[src/design/ssr_regs.vh]
// Register offsets, field positions, reset values and timing counts of the
// service-request and statistics block.
// Assumes a byte-addressed AXI4-Lite slave with one 32-bit word per register.
`ifndef SSR_REGS_VH
`define SSR_REGS_VH
// Register byte offsets.
`define SSR_STAT_MISC 8'h00
`define SSR_EN_MISC 8'h04
`define SSR_STAT_UNST 8'h08
`define SSR_EN_UNST 8'h0c
`define SSR_STAT_STRC 8'h10
`define SSR_EN_STRC 8'h14
`define SSR_CTRL 8'h18
`define SSR_PORT_MODE 8'h1c
`define SSR_LAST_UNST 8'h20
`define SSR_LAST_STRC 8'h24
`define SSR_LATE_TO 8'h28
`define SSR_CUT_TO 8'h2c
`define SSR_ARRIVAL 8'h30
`define SSR_PENDING 8'h34
// Per-port register banks, one word per port, eight ports per bank.
`define SSR_PORT_STAT 3'h2
`define SSR_PORT_EN 3'h3
`define SSR_PORT_SIMPLE 3'h4
`define SSR_PORT_PERM 3'h5
// Miscellaneous status bits.
`define SSR_MISC_MEM_PAR 0
`define SSR_MISC_CELL_ROLL 1
`define SSR_MISC_PAR_ROLL 2
`define SSR_MISC_TX_EMPTY 3
`define SSR_MISC_RX_ARRIVE 4
`define SSR_MISC_RX_OVERRUN 5
`define SSR_MISC_RX_HALF 6
`define SSR_MISC_RX_ROLL 7
`define SSR_MISC_W 8
// Unstructured rollover bits 0..8: cells, header, sequence, lost, misinserted,
// write underrun, write overrun, late, overall.
`define SSR_UNST_W 9
// Structured bits 0..9 rollovers: cells, header, sequence, lost, misinserted,
// reframe, pointer parity, write underrun, write overrun, overall.
`define SSR_STRC_ROLL_W 10
`define SSR_STRC_OOR 10
`define SSR_STRC_SIG 11
`define SSR_STRC_W 12
// Per-port status bits.
`define SSR_PS_LOS 0
`define SSR_PS_UOBUF 1
`define SSR_PS_SOBUF 2
`define SSR_PS_SIMPLE 3
`define SSR_PS_PERM 4
`define SSR_PS_CUT 5
`define SSR_PS_LATE 6
`define SSR_PS_W 7
// Control bits and arrival access fields.
`define SSR_CTRL_SIG_MODE 0
`define SSR_ARR_CLEAR 31
`define SSR_ARR_FLAG 8
// Reset values of the timeouts, in microsecond ticks.
`define SSR_LATE_TO_RST 16'h03e8
`define SSR_CUT_TO_RST 16'h0fa0
// Timing: clock period and timeout tick period, in ns.
`define SSR_CLK_NS 20
`define SSR_TICK_NS 1000
// Bus responses.
`define SSR_RESP_OKAY 2'b00
`define SSR_RESP_SLVERR 2'b10
`endif

[src/design/ssr_service_request.v]
// Service-request collector and management statistics for a multi-port
// circuit emulation reassembly device, with an AXI4-Lite register slave.
// Assumes every event input is a one-cycle pulse from logic on core_clk.
//
// Decided for this implementation: register access over AXI4-Lite and the register offsets.
`timescale 1ns/1ps
`include "ssr_regs.vh"

module ssr_service_request #(
  parameter NPORT = 8,
  parameter NVC = 256,
  parameter VC_W = 8,
  parameter SADDR_W = 10,
  parameter CHAN_W = 5
) (
  input wire core_clk,
  input wire rst_b,
  input wire [7:0] s_axi_awaddr,
  input wire s_axi_awvalid,
  output reg s_axi_awready,
  input wire [31:0] s_axi_wdata,
  input wire [3:0] s_axi_wstrb,
  input wire s_axi_wvalid,
  output reg s_axi_wready,
  output reg [1:0] s_axi_bresp,
  output reg s_axi_bvalid,
  input wire s_axi_bready,
  input wire [7:0] s_axi_araddr,
  input wire s_axi_arvalid,
  output reg s_axi_arready,
  output reg [31:0] s_axi_rdata,
  output reg [1:0] s_axi_rresp,
  output reg s_axi_rvalid,
  input wire s_axi_rready,
  input wire mem_parity_err,
  input wire cell_cnt_roll,
  input wire parity_cnt_roll,
  input wire tx_data_empty,
  input wire rx_data_arrive,
  input wire rx_data_overrun,
  input wire rx_data_half,
  input wire rx_data_roll,
  input wire [`SSR_UNST_W-1:0] unst_roll,
  input wire [2:0] unst_roll_port,
  input wire [`SSR_STRC_ROLL_W-1:0] strc_roll,
  input wire strc_ptr_oor,
  input wire strc_sig_changed,
  input wire [SADDR_W-1:0] strc_struct_addr,
  input wire vc_cell_arrive,
  input wire [VC_W-1:0] vc_cell_index,
  input wire [NPORT-1:0] unst_port_arrive,
  input wire [NPORT-1:0] port_los,
  input wire [NPORT-1:0] port_obuf_err,
  input wire [NPORT-1:0] port_simple_under,
  input wire [NPORT-1:0] port_perm_under,
  input wire [CHAN_W*NPORT-1:0] port_under_chan,
  output reg irq_n_out,
  output reg irq_n_oe
);

  localparam integer TICK_CYC = (`SSR_TICK_NS + `SSR_CLK_NS - 1) / `SSR_CLK_NS;

  ////////////////////////////////////////////////////////////////////////////
  // Register bus slave.

  reg aw_held;
  reg w_held;
  reg [7:0] aw_addr;
  reg [31:0] w_data;
  reg [3:0] w_strb;
  wire wr_go;
  wire [31:0] wmask;
  wire [31:0] wdm;
  wire [7:0] wa;
  wire [2:0] widx;
  reg [31:0] rd_mux;
  reg rd_hit;
  reg wr_hit;

  // Expand the byte strobes so every register but the arrival register honours partial writes.
  assign wmask = {{8{w_strb[3]}}, {8{w_strb[2]}}, {8{w_strb[1]}}, {8{w_strb[0]}}};
  assign wdm = w_data & wmask;
  assign wa = {aw_addr[7:2], 2'b00};
  assign widx = aw_addr[4:2];
  assign wr_go = aw_held && w_held && !s_axi_bvalid;

  // Address and data are caught in either order; the response follows both.
  always @(posedge core_clk) begin
    if (!rst_b) begin
      aw_held <= 1'b0;
      w_held <= 1'b0;
      aw_addr <= 8'h00;
      w_data <= 32'h00000000;
      w_strb <= 4'h0;
      s_axi_awready <= 1'b0;
      s_axi_wready <= 1'b0;
      s_axi_bvalid <= 1'b0;
      s_axi_bresp <= `SSR_RESP_OKAY;
    end else begin
      if (s_axi_awvalid && s_axi_awready) begin
        aw_held <= 1'b1;
        aw_addr <= s_axi_awaddr;
        s_axi_awready <= 1'b0;
      end else if (!aw_held && !s_axi_bvalid) begin
        s_axi_awready <= 1'b1;
      end
      if (s_axi_wvalid && s_axi_wready) begin
        w_held <= 1'b1;
        w_data <= s_axi_wdata;
        w_strb <= s_axi_wstrb;
        s_axi_wready <= 1'b0;
      end else if (!w_held && !s_axi_bvalid) begin
        s_axi_wready <= 1'b1;
      end
      if (wr_go) begin
        aw_held <= 1'b0;
        w_held <= 1'b0;
        s_axi_bvalid <= 1'b1;
        s_axi_bresp <= wr_hit ? `SSR_RESP_OKAY : `SSR_RESP_SLVERR;
      end else if (s_axi_bvalid && s_axi_bready) begin
        s_axi_bvalid <= 1'b0;
      end
    end
  end

  // One read at a time; unmapped addresses answer zero with SLVERR.
  always @(posedge core_clk) begin
    if (!rst_b) begin
      s_axi_arready <= 1'b0;
      s_axi_rvalid <= 1'b0;
      s_axi_rdata <= 32'h00000000;
      s_axi_rresp <= `SSR_RESP_OKAY;
    end else begin
      if (s_axi_arvalid && s_axi_arready) begin
        s_axi_arready <= 1'b0;
        s_axi_rvalid <= 1'b1;
        s_axi_rdata <= rd_mux;
        s_axi_rresp <= rd_hit ? `SSR_RESP_OKAY : `SSR_RESP_SLVERR;
      end else if (s_axi_rvalid && s_axi_rready) begin
        s_axi_rvalid <= 1'b0;
      end else if (!s_axi_rvalid) begin
        s_axi_arready <= 1'b1;
      end
    end
  end

  ////////////////////////////////////////////////////////////////////////////
  // Shared registers.

  reg [`SSR_MISC_W-1:0] stat_misc;
  reg [`SSR_MISC_W-1:0] en_misc;
  reg [`SSR_UNST_W-1:0] stat_unst;
  reg [`SSR_UNST_W-1:0] en_unst;
  reg [`SSR_STRC_W-1:0] stat_strc;
  reg [`SSR_STRC_W-1:0] en_strc;
  reg sig_mode;
  reg [NPORT-1:0] port_mode;
  reg [2:0] last_unst_port;
  reg [SADDR_W-1:0] last_strc_addr;
  reg [15:0] late_to;
  reg [15:0] cut_to;
  reg [VC_W-1:0] arr_index;
  reg arrival_mem [0:NVC-1];
  reg [`SSR_MISC_W-1:0] set_misc;
  wire [`SSR_STRC_W-1:0] set_strc;
  wire wr_misc;
  wire wr_unst;
  wire wr_strc;
  wire wr_arr;

  assign wr_misc = wr_go && (wa == `SSR_STAT_MISC);
  assign wr_unst = wr_go && (wa == `SSR_STAT_UNST);
  assign wr_strc = wr_go && (wa == `SSR_STAT_STRC);
  assign wr_arr = wr_go && (wa == `SSR_ARRIVAL);

  // Gather the module-level sources into the miscellaneous status layout.
  always @* begin
    set_misc = {`SSR_MISC_W{1'b0}};
    set_misc[`SSR_MISC_MEM_PAR] = mem_parity_err;
    set_misc[`SSR_MISC_CELL_ROLL] = cell_cnt_roll;
    set_misc[`SSR_MISC_PAR_ROLL] = parity_cnt_roll;
    set_misc[`SSR_MISC_TX_EMPTY] = tx_data_empty;
    set_misc[`SSR_MISC_RX_ARRIVE] = rx_data_arrive;
    set_misc[`SSR_MISC_RX_OVERRUN] = rx_data_overrun;
    set_misc[`SSR_MISC_RX_HALF] = rx_data_half;
    set_misc[`SSR_MISC_RX_ROLL] = rx_data_roll;
  end

  // Signalling-changed only counts while signalling mode is on.
  assign set_strc = {strc_sig_changed & sig_mode, strc_ptr_oor, strc_roll};

  // Sticky status with write-one-to-clear; a new event wins over its clear.
  always @(posedge core_clk) begin
    if (!rst_b) begin
      stat_misc <= {`SSR_MISC_W{1'b0}};
      stat_unst <= {`SSR_UNST_W{1'b0}};
      stat_strc <= {`SSR_STRC_W{1'b0}};
    end else begin
      stat_misc <= (stat_misc & ~(wr_misc ? wdm[`SSR_MISC_W-1:0] : 8'h00)) | set_misc;
      stat_unst <= (stat_unst & ~(wr_unst ? wdm[`SSR_UNST_W-1:0] : 9'h000)) | unst_roll;
      stat_strc <= (stat_strc & ~(wr_strc ? wdm[`SSR_STRC_W-1:0] : 12'h000)) | set_strc;
    end
  end

  // Plain read-write configuration registers.
  always @(posedge core_clk) begin
    if (!rst_b) begin
      en_misc <= {`SSR_MISC_W{1'b0}};
      en_unst <= {`SSR_UNST_W{1'b0}};
      en_strc <= {`SSR_STRC_W{1'b0}};
      sig_mode <= 1'b0;
      port_mode <= {NPORT{1'b0}};
      late_to <= `SSR_LATE_TO_RST;
      cut_to <= `SSR_CUT_TO_RST;
    end else if (wr_go) begin
      if (wa == `SSR_EN_MISC) begin
        en_misc <= (en_misc & ~wmask[`SSR_MISC_W-1:0]) | wdm[`SSR_MISC_W-1:0];
      end else if (wa == `SSR_EN_UNST) begin
        en_unst <= (en_unst & ~wmask[`SSR_UNST_W-1:0]) | wdm[`SSR_UNST_W-1:0];
      end else if (wa == `SSR_EN_STRC) begin
        en_strc <= (en_strc & ~wmask[`SSR_STRC_W-1:0]) | wdm[`SSR_STRC_W-1:0];
      end else if (wa == `SSR_CTRL) begin
        if (w_strb[0]) begin
          sig_mode <= w_data[`SSR_CTRL_SIG_MODE];
        end
      end else if (wa == `SSR_PORT_MODE) begin
        port_mode <= (port_mode & ~wmask[NPORT-1:0]) | wdm[NPORT-1:0];
      end else if (wa == `SSR_LATE_TO) begin
        late_to <= (late_to & ~wmask[15:0]) | wdm[15:0];
      end else if (wa == `SSR_CUT_TO) begin
        cut_to <= (cut_to & ~wmask[15:0]) | wdm[15:0];
      end
    end
  end

  // Last-event records follow only rollovers whose enable is set.
  always @(posedge core_clk) begin
    if (!rst_b) begin
      last_unst_port <= 3'h0;
      last_strc_addr <= {SADDR_W{1'b0}};
    end else begin
      if (|(unst_roll & en_unst)) begin
        last_unst_port <= unst_roll_port;
      end
      if (|(strc_roll & en_strc[`SSR_STRC_ROLL_W-1:0])) begin
        last_strc_addr <= strc_struct_addr;
      end
    end
  end

  // Per-circuit arrival flags; writing with the clear bit drops the flag.
  integer vi;
  always @(posedge core_clk) begin
    if (!rst_b) begin
      arr_index <= {VC_W{1'b0}};
      for (vi = 0; vi < NVC; vi = vi + 1) begin
        arrival_mem[vi] <= 1'b0;
      end
    end else begin
      if (wr_arr) begin
        arr_index <= w_data[VC_W-1:0];
        if (w_data[`SSR_ARR_CLEAR]) begin
          arrival_mem[w_data[VC_W-1:0]] <= 1'b0;
        end
      end
      if (vc_cell_arrive) begin
        arrival_mem[vc_cell_index] <= 1'b1;
      end
    end
  end

  ////////////////////////////////////////////////////////////////////////////
  // Microsecond tick for the reassembly timeouts.

  reg [15:0] tick_cnt;
  reg tick;

  // Divider producing a one-cycle enable per tick period.
  always @(posedge core_clk) begin
    if (!rst_b) begin
      tick_cnt <= 16'h0000;
      tick <= 1'b0;
    end else if (tick_cnt == TICK_CYC[15:0] - 16'h0001) begin
      tick_cnt <= 16'h0000;
      tick <= 1'b1;
    end else begin
      tick_cnt <= tick_cnt + 16'h0001;
      tick <= 1'b0;
    end
  end

  ////////////////////////////////////////////////////////////////////////////
  // Per-port alarms, timeouts and underrun statistics.

  wire [`SSR_PS_W*NPORT-1:0] pstat_flat;
  wire [`SSR_PS_W*NPORT-1:0] pen_flat;
  wire [CHAN_W*NPORT-1:0] psimple_flat;
  wire [32*NPORT-1:0] pperm_flat;
  wire [NPORT-1:0] ppend;

  genvar p;
  generate
    for (p = 0; p < NPORT; p = p + 1) begin : g_port
      reg [`SSR_PS_W-1:0] stat;
      reg [`SSR_PS_W-1:0] en;
      reg [CHAN_W-1:0] simple_ch;
      reg [31:0] perm_map;
      reg [15:0] to_cnt;
      wire strc_mode;
      wire [15:0] nxt;
      wire late_hit;
      wire cut_hit;
      wire [`SSR_PS_W-1:0] set;
      wire [CHAN_W-1:0] ch;
      wire sel;

      assign strc_mode = port_mode[p];
      assign ch = port_under_chan[CHAN_W*p +: CHAN_W];
      // Widen the index rather than slicing the loop variable.
      assign sel = ({29'h00000000, widx} == p);
      assign nxt = to_cnt + 16'h0001;
      assign late_hit = tick && !strc_mode && (nxt == late_to);
      assign cut_hit = tick && !strc_mode && (nxt == cut_to);
      // Mode decides which alarms the port can raise.
      assign set = {late_hit, cut_hit, port_perm_under[p] & strc_mode,
                    port_simple_under[p] & strc_mode, port_obuf_err[p] & strc_mode,
                    port_obuf_err[p] & !strc_mode, port_los[p] & !strc_mode};

      // Idle timer restarts on each cell and stops counting once saturated.
      always @(posedge core_clk) begin
        if (!rst_b || strc_mode || unst_port_arrive[p]) begin
          to_cnt <= 16'h0000;
        end else if (tick && to_cnt != 16'hffff) begin
          to_cnt <= nxt;
        end
      end

      // Sticky port status, enable and underrun statistics.
      always @(posedge core_clk) begin
        if (!rst_b) begin
          stat <= {`SSR_PS_W{1'b0}};
          en <= {`SSR_PS_W{1'b0}};
          simple_ch <= {CHAN_W{1'b0}};
          perm_map <= 32'h00000000;
        end else begin
          stat <= (stat & ~((wr_go && sel && wa[7:5] == `SSR_PORT_STAT) ?
                  wdm[`SSR_PS_W-1:0] : 7'h00)) | set;
          if (wr_go && sel && wa[7:5] == `SSR_PORT_EN) begin
            en <= (en & ~wmask[`SSR_PS_W-1:0]) | wdm[`SSR_PS_W-1:0];
          end
          if (port_simple_under[p] && strc_mode) begin
            simple_ch <= ch;
          end
          perm_map <= (perm_map & ~((wr_go && sel && wa[7:5] == `SSR_PORT_PERM) ?
                      wdm : 32'h00000000)) |
                      ((port_perm_under[p] && strc_mode) ? (32'h00000001 << ch) :
                      32'h00000000);
        end
      end

      assign pstat_flat[`SSR_PS_W*p +: `SSR_PS_W] = stat;
      assign pen_flat[`SSR_PS_W*p +: `SSR_PS_W] = en;
      assign psimple_flat[CHAN_W*p +: CHAN_W] = simple_ch;
      assign pperm_flat[32*p +: 32] = perm_map;
      assign ppend[p] = |(stat & en);
    end
  endgenerate

  ////////////////////////////////////////////////////////////////////////////
  // Interrupt output and read decode.

  wire pending;

  assign pending = (|(stat_misc & en_misc)) | (|(stat_unst & en_unst)) |
                   (|(stat_strc & en_strc)) | (|ppend);

  // Open drain: pull low only while an enabled request is latched.
  always @(posedge core_clk) begin
    if (!rst_b) begin
      irq_n_out <= 1'b0;
      irq_n_oe <= 1'b0;
    end else begin
      irq_n_out <= 1'b0;
      irq_n_oe <= pending;
    end
  end

  // Write hit check shares the decode shape of the read side.
  always @* begin
    wr_hit = 1'b1;
    if (wa[7:5] == 3'h0 || wa[7:5] == 3'h1) begin
      wr_hit = (wa <= `SSR_PENDING);
    end else if (wa[7:5] > `SSR_PORT_PERM || widx >= NPORT) begin
      wr_hit = 1'b0;
    end
  end

  wire [7:0] ra;
  wire [2:0] ridx;
  assign ra = {s_axi_araddr[7:2], 2'b00};
  assign ridx = s_axi_araddr[4:2];

  // Read data multiplexer; reserved bits read as zero.
  always @* begin
    rd_mux = 32'h00000000;
    rd_hit = 1'b1;
    if (ra == `SSR_STAT_MISC) begin
      rd_mux[`SSR_MISC_W-1:0] = stat_misc;
    end else if (ra == `SSR_EN_MISC) begin
      rd_mux[`SSR_MISC_W-1:0] = en_misc;
    end else if (ra == `SSR_STAT_UNST) begin
      rd_mux[`SSR_UNST_W-1:0] = stat_unst;
    end else if (ra == `SSR_EN_UNST) begin
      rd_mux[`SSR_UNST_W-1:0] = en_unst;
    end else if (ra == `SSR_STAT_STRC) begin
      rd_mux[`SSR_STRC_W-1:0] = stat_strc;
    end else if (ra == `SSR_EN_STRC) begin
      rd_mux[`SSR_STRC_W-1:0] = en_strc;
    end else if (ra == `SSR_CTRL) begin
      rd_mux[`SSR_CTRL_SIG_MODE] = sig_mode;
    end else if (ra == `SSR_PORT_MODE) begin
      rd_mux[NPORT-1:0] = port_mode;
    end else if (ra == `SSR_LAST_UNST) begin
      rd_mux[2:0] = last_unst_port;
    end else if (ra == `SSR_LAST_STRC) begin
      rd_mux[SADDR_W-1:0] = last_strc_addr;
    end else if (ra == `SSR_LATE_TO) begin
      rd_mux[15:0] = late_to;
    end else if (ra == `SSR_CUT_TO) begin
      rd_mux[15:0] = cut_to;
    end else if (ra == `SSR_ARRIVAL) begin
      rd_mux[VC_W-1:0] = arr_index;
      rd_mux[`SSR_ARR_FLAG] = arrival_mem[arr_index];
    end else if (ra == `SSR_PENDING) begin
      rd_mux[0] = pending;
    end else if (ridx >= NPORT) begin
      rd_hit = 1'b0;
    end else if (ra[7:5] == `SSR_PORT_STAT) begin
      rd_mux[`SSR_PS_W-1:0] = pstat_flat[`SSR_PS_W*ridx +: `SSR_PS_W];
    end else if (ra[7:5] == `SSR_PORT_EN) begin
      rd_mux[`SSR_PS_W-1:0] = pen_flat[`SSR_PS_W*ridx +: `SSR_PS_W];
    end else if (ra[7:5] == `SSR_PORT_SIMPLE) begin
      rd_mux[CHAN_W-1:0] = psimple_flat[CHAN_W*ridx +: CHAN_W];
    end else if (ra[7:5] == `SSR_PORT_PERM) begin
      rd_mux = pperm_flat[32*ridx +: 32];
    end else begin
      rd_hit = 1'b0;
    end
  end

endmodule // ssr_service_request

[config.mk]
export PLATFORM = sky130hd
export DESIGN_NAME = ssr_service_request
export DESIGN_NICKNAME = d
export VERILOG_FILES = /design/src/design/ssr_service_request.v
export VERILOG_INCLUDE_DIRS = /design/src /design/src/design
export SDC_FILE = /design/constraint.sdc
export NUM_CORES = 2
export LEC_CHECK = 0
export ABC_CLOCK_PERIOD_IN_PS = 7600
export BUFFER_PORTS_ARGS = -buffer_cell sky130_fd_sc_hd__buf_4
export CAP_MARGIN = 20
export CORE_ASPECT_RATIO = 1.4
export CORE_MARGIN = 2
export CORE_UTILIZATION = 52
export DETAILED_ROUTE_END_ITERATION = 16
export PLACE_DENSITY = 0.68
export SLEW_MARGIN = 10
export SYNTH_ARGS = -nofsm -noshare
export SYNTH_HDL_FRONTEND = slang
export SYNTH_SLANG_ARGS = --single-unit
[constraint.sdc]
create_clock -name core_clk -period 7.6 [get_ports core_clk]
set_clock_uncertainty 0.2 [all_clocks]
set_input_delay 0.76 -clock core_clk [delete_from_list [all_inputs] [get_ports core_clk]]
set_output_delay 0.76 -clock core_clk [all_outputs]
set_load 0.02 [all_outputs]
* After elaboration in Yosys (flattened, before gate mapping) *
Memories as Yosys holds them, arrays and structs flattened. A register that Yosys moved wholly into a read port is not among the register bits.
Index checks and enable logic that the tools add are counted.

operators by class
  add/subtract/negate cells = 9
  $mul = 2
  div/mod/pow operators = 0
  order comparisons = 2
  eq/ne operators = 63
  shift-type cells = 12
  mux-type cells = 120
  bitwise logic cells = 157
  reductions and logical operators = 149

operator list
  kind                   number
  $mux 32                17
  $and 32x32->32         9
  $mux 29                9
  $eq 16x16->1           16
  $not 32->32            8
  $or 32x32->32          8
  $shiftx 256x9->32      1
  $shl 1x5->32 const A   8
  $and 7x7->7            24
  $add 16x1->16 const B  9
  $ne 16x16->1 const B   8
  $mux 8                 15
  $or 7x7->7             16
  $shiftx 56x7->7        2
  $logic_and 1x1->1      93
  $mux 24                3
  $mux 7                 10
  $mux 23                3
  $mux 16                4
  $not 7->7              9
  $mux 31                2
  $reduce_or 56->1       1
  $eq 6x4->1 const B     9
  $mux 25                2
  other kinds (54)       228

word-level totals
  register bits = 761
  latch bits = 0
  bits in writable memories = 256
  memory bits (read-only) = 0
  input bits = 190
  output and inout bits = 43
  word-level logic and storage cells = 584
  memories = 1

memory list
  name         depth  width  rd ports  clocked after Yosys merged registers in  write ports  RTL line                   source
  arrival_mem  256    1      1         1                                        256          ssr_service_request.v:163  reg arrival_mem [0:NVC-1];

* Longest topological paths before layout *
  word-level depth = 34
  mapped depth = 12
  depth with buffers taken out = 8

* Worst setup path before layout *
OpenSTA, ideal clock, no wires.

  path type = input to register
  start = input s_axi_araddr[2]
  end = register s_axi_rdata[21]
  setup time = 128 ps
  data arrival time = 2606 ps
  required time = 7272 ps
  path slack = 4666 ps
  cell stages on the path = 9
  path buffers = 6
  cells stage by stage = buf_4 > buf_6 > buf_6 > buf_4 > buf_4 > buf_2 > mux4_2 > mux2i_1 > o21ai_0

on the way
  cells in the longest elaborated chain, start to end = 27
  elaborated cells on any way between the ends = 41
  classes of those cells = eq/ne (13); shift (1); mux (26); reduce/logical (1)

RTL lines
  what                  RTL line                   source
  start, declared       ssr_service_request.v:28   input wire [7:0] s_axi_araddr,
  $shiftx 256x9->32     ssr_service_request.v:445  rd_mux = pperm_flat[32*ridx +: 32];
  $mux 32               ssr_service_request.v:444  end else if (ra[7:5] == `SSR_PORT_PERM) begin
  $mux 27               ssr_service_request.v:442  end else if (ra[7:5] == `SSR_PORT_SIMPLE) begin
  $mux 25               ssr_service_request.v:440  end else if (ra[7:5] == `SSR_PORT_EN) begin
  $mux 25               ssr_service_request.v:438  end else if (ra[7:5] == `SSR_PORT_STAT) begin
  $mux 31               ssr_service_request.v:434  end else if (ra == `SSR_PENDING) begin
  $mux 23               ssr_service_request.v:431  end else if (ra == `SSR_ARRIVAL) begin
  $mux 16               ssr_service_request.v:429  end else if (ra == `SSR_CUT_TO) begin
  (+11 left out)        --
  $mux 24               ssr_service_request.v:421  end else if (ra == `SSR_PORT_MODE) begin
  $mux 31               ssr_service_request.v:419  end else if (ra == `SSR_CTRL) begin
  $mux 20               ssr_service_request.v:417  end else if (ra == `SSR_EN_STRC) begin
  $mux 20               ssr_service_request.v:415  end else if (ra == `SSR_STAT_STRC) begin
  $mux 23               ssr_service_request.v:413  end else if (ra == `SSR_EN_UNST) begin
  $mux 23               ssr_service_request.v:411  end else if (ra == `SSR_STAT_UNST) begin
  $mux 24               ssr_service_request.v:409  end else if (ra == `SSR_EN_MISC) begin
  $mux 24 *             ssr_service_request.v:407  if (ra == `SSR_STAT_MISC) begin
  end signal, assigned  ssr_service_request.v:137  s_axi_rdata <= rd_mux;
  end, declared         ssr_service_request.v:31   output reg [31:0] s_axi_rdata,

Mark *: on every way between the ends. The rest lies on a longest branch, timed or not. The select of a mux whose other input is x is not followed.
A chain may end at the register's enable or synchronous reset.

==> impl_metrics.env <==
export IMPL_worstSetupPathType="reg2reg"
export IMPL_clkTransAtPathRegs_ns=0.07
export IMPL_worstPathArrival_ns=4.86
export IMPL_grt_use_total=0.3905
export IMPL_syn_inst=5926
export IMPL_fin_ws_ns=3.117
export IMPL_htreeDepth=3
export IMPL_cts_sinks=1021
export IMPL_p_total_mw=11.48
export IMPL_dieWidth_um=268.0
export IMPL_grt_first_pass_wirelength_um=291400
export IMPL_fp_dieH_um=373.5
export IMPL_routed_wl_um=199500
export IMPL_synth_area_leader_cell="dfxtp_1"
export IMPL_initial_core_util=0.5240
export IMPL_r2r_slack_ns=3.12
export IMPL_dr_pass1_iters=7
export IMPL_p_leak_nw=18.43
export IMPL_num_rows=135
export IMPL_critPathCaptureType="register"
export IMPL_antenna_found_initial=10
export IMPL_worst_pin_slew_ns=1.250
export IMPL_final_setup_viol_count=0
export IMPL_wl_per_cell_um=27.52
export IMPL_wl_met2_um=90130
export IMPL_relSlewSlack=0.1577
export IMPL_synth_area_um2=50720
export IMPL_async_flop_share=0
export IMPL_post_cts_buffers=0
export IMPL_crit_path_start_kind="register"
export IMPL_synth_warning_count=0
export IMPL_cts_root_buf="clkbuf_16"
export IMPL_core_area_um2=96790
export IMPL_met3_wirelength_um=19420
export IMPL_clkLatencyLatePin_ns=0.72
export IMPL_post_place_ws_ns=3.043
export IMPL_synth_avg_cell_area_um2=8.559
export IMPL_gr_total_overflow=0
export IMPL_slew_viol_final=0
export IMPL_final_min_clock_period_ns=4.483
export IMPL_drive_gt1_frac=0.1173
export IMPL_gp_congestion=1.063
export IMPL_cap_violations=0
export IMPL_synth_cell_types=84
export IMPL_via_count=47590
export IMPL_ys_ff_latch=1021
export IMPL_cts_tree="built"
export IMPL_status="finished, final reports clean"
export IMPL_max_clock_path_buffers=3
export IMPL_fin_util=0.5825
export IMPL_cp_max_fo=14
export IMPL_crit_required_ns=7.98
export IMPL_place_area_um2=52810
export IMPL_tns_ns=0
export IMPL_final_nets=6071
export IMPL_dieArea_um2=100100
export IMPL_ys_seq_area_frac=0.4030
export IMPL_synthDominantCellAreaShare=0.4030
export IMPL_timing_fmax_mhz=223.1
export IMPL_grt_pass1_vias=45210
export IMPL_drt_initial_drc_count=5675
export IMPL_antenna_left=0
export IMPL_via_per_inst=6.562
export IMPL_dp_final_hpwl_um=139000
export IMPL_synthTopCellsByCount="1021 x dfxtp_1, 793 x nand2_1, 632 x o21ai_0, 516 x a21oi_1, 381 x nor2_1"
export IMPL_synthTopCellsByArea="dfxtp_1 40%, mux4_2 6.4%, o21ai_0 6.2%"
export IMPL_pin_count=233
export IMPL_placement_io_buffers=225
export IMPL_grt_setup_unrepaired="false"
export IMPL_dr_max_layer_used="met5"
export IMPL_ys_flop_type="dfxtp_1"
export IMPL_power_density_nw_per_um2=203.6
export IMPL_area_growth_pct=11.16
export IMPL_cts_buffers=100
export IMPL_wl_met1_um=70360
export IMPL_fin_area_um2=56380
export IMPL_period_share=0.5899
export IMPL_synth_enable_flop_cells=0
export IMPL_remaining_drc_errors=0
export IMPL_cts_hold_buffers=0
export IMPL_hold_class="in2reg"
export IMPL_cts_resized=0
export IMPL_yosysMostFrequentCell="dfxtp_1"
export IMPL_vdd_ir_drop_max_v=0.0002063
export IMPL_grt_max_degree=127
export IMPL_hold_viol_final=0
[placed cells by master (no fill, tap or decap), types with 15 or more instances in the layout]
| master | count |
|---|---|
| xor2_1 | 221 |
| o211ai_1 | 254 |
| xnor2_1 | 243 |
| nand3_1 | 222 |
| clkbuf_8 | 25 |
| mux2i_1 | 214 |
| and3_1 | 25 |
| nand2_1 | 792 |
| clkbuf_1 | 17 |
| or2_2 | 18 |
| a21oi_1 | 515 |
| dfxtp_1 | 1019 |
| a31oi_1 | 15 |
| o31ai_1 | 15 |
| clkbuf_16 | 102 |
| clkinv_2 | 16 |
| o21ai_0 | 632 |
| nor3_1 | 74 |
| nand4_1 | 64 |
| o22ai_1 | 37 |
| nor2b_1 | 57 |
| and2_1 | 29 |
| nor2_1 | 381 |
| a22o_1 | 27 |
| or4_1 | 18 |
| a221oi_1 | 31 |
| inv_1 | 45 |
| a22oi_1 | 24 |
| a311oi_1 | 16 |
| mux4_2 | 145 |
| or3_1 | 27 |
| nand2b_1 | 48 |
| buf_4 | 308 |
| nor4_1 | 44 |
[final timing paths]
kind	from	endpoint	cells past startpoint
min	s_axi_rready	s_axi_rvalid	2
max	s_axi_bvalid	arrival_mem[164]	7
max reg2reg	s_axi_bvalid	arrival_mem[164]	7
min reg2reg	s_axi_rdata[28]	s_axi_rdata[28]	2
[cell families (layout without fill, tap and decap cells)]
group           after synthesis  in the layout  share of synthesized area
other cells                   1              5                 0.00007394
xor+xnor                    467            467                    0.08121
fa+ha+maj                    12             12                   0.002862
buf+inv                     522            543                    0.04211
flops                      1021           1021                     0.4030
mux                         373            373                     0.1097
simple gates               1872           1872                     0.1701
compound gates             1658           1658                     0.1909
[worst max-delay path: stages (launching register included)]
cell and delay, ns:
dfxtp_1 0.38, nand3b_1 0.49, nor3_2 0.79, nand2_2 0.31, nor2_2 0.60, nand3_1 0.95, o211ai_1 0.46, o21ai_0 0.13
[report_power, final]
part           switching [mW]  leakage, nW  internal (mW)
Sequential             0.0624         8.24           5.39
Combinational           0.430         8.46          0.177
Clock                    2.30         1.73           3.13
[metrics by stage]
| step | cells | hold slack [ns] |
|---|---|---|
| after floorplan | 5928 | 0.2331 |
| after global placement | 7064 | 0.2384 |
| after detailed placement | 7066 | 0.2468 |
| after CTS | 7246 | 0.02326 |
| after global routing | 7251 | 0.06587 |
| final | 7252 | 0.04863 |
[area by class of cell]
class,count,area [um^2]
antenna,2,5.005
clock buffer,141,2919
clock inverter,39,586.8
fill,8661,40410
inverter,46,180.2
multi-input combinational,4385,28180
sequential,1021,20450
tap,1301,1628
timing repair buffer,317,2431
[routing by layer]
metal / track usage / up-vias
met3: 0.08165 / 859
met1: 0.4529 / 22860
li1: - / 21050
met5: 0.003931 / -
met2: 0.6146 / 2805
met4: 0.3279 / 10
Power figures use the tool's default switching activity.
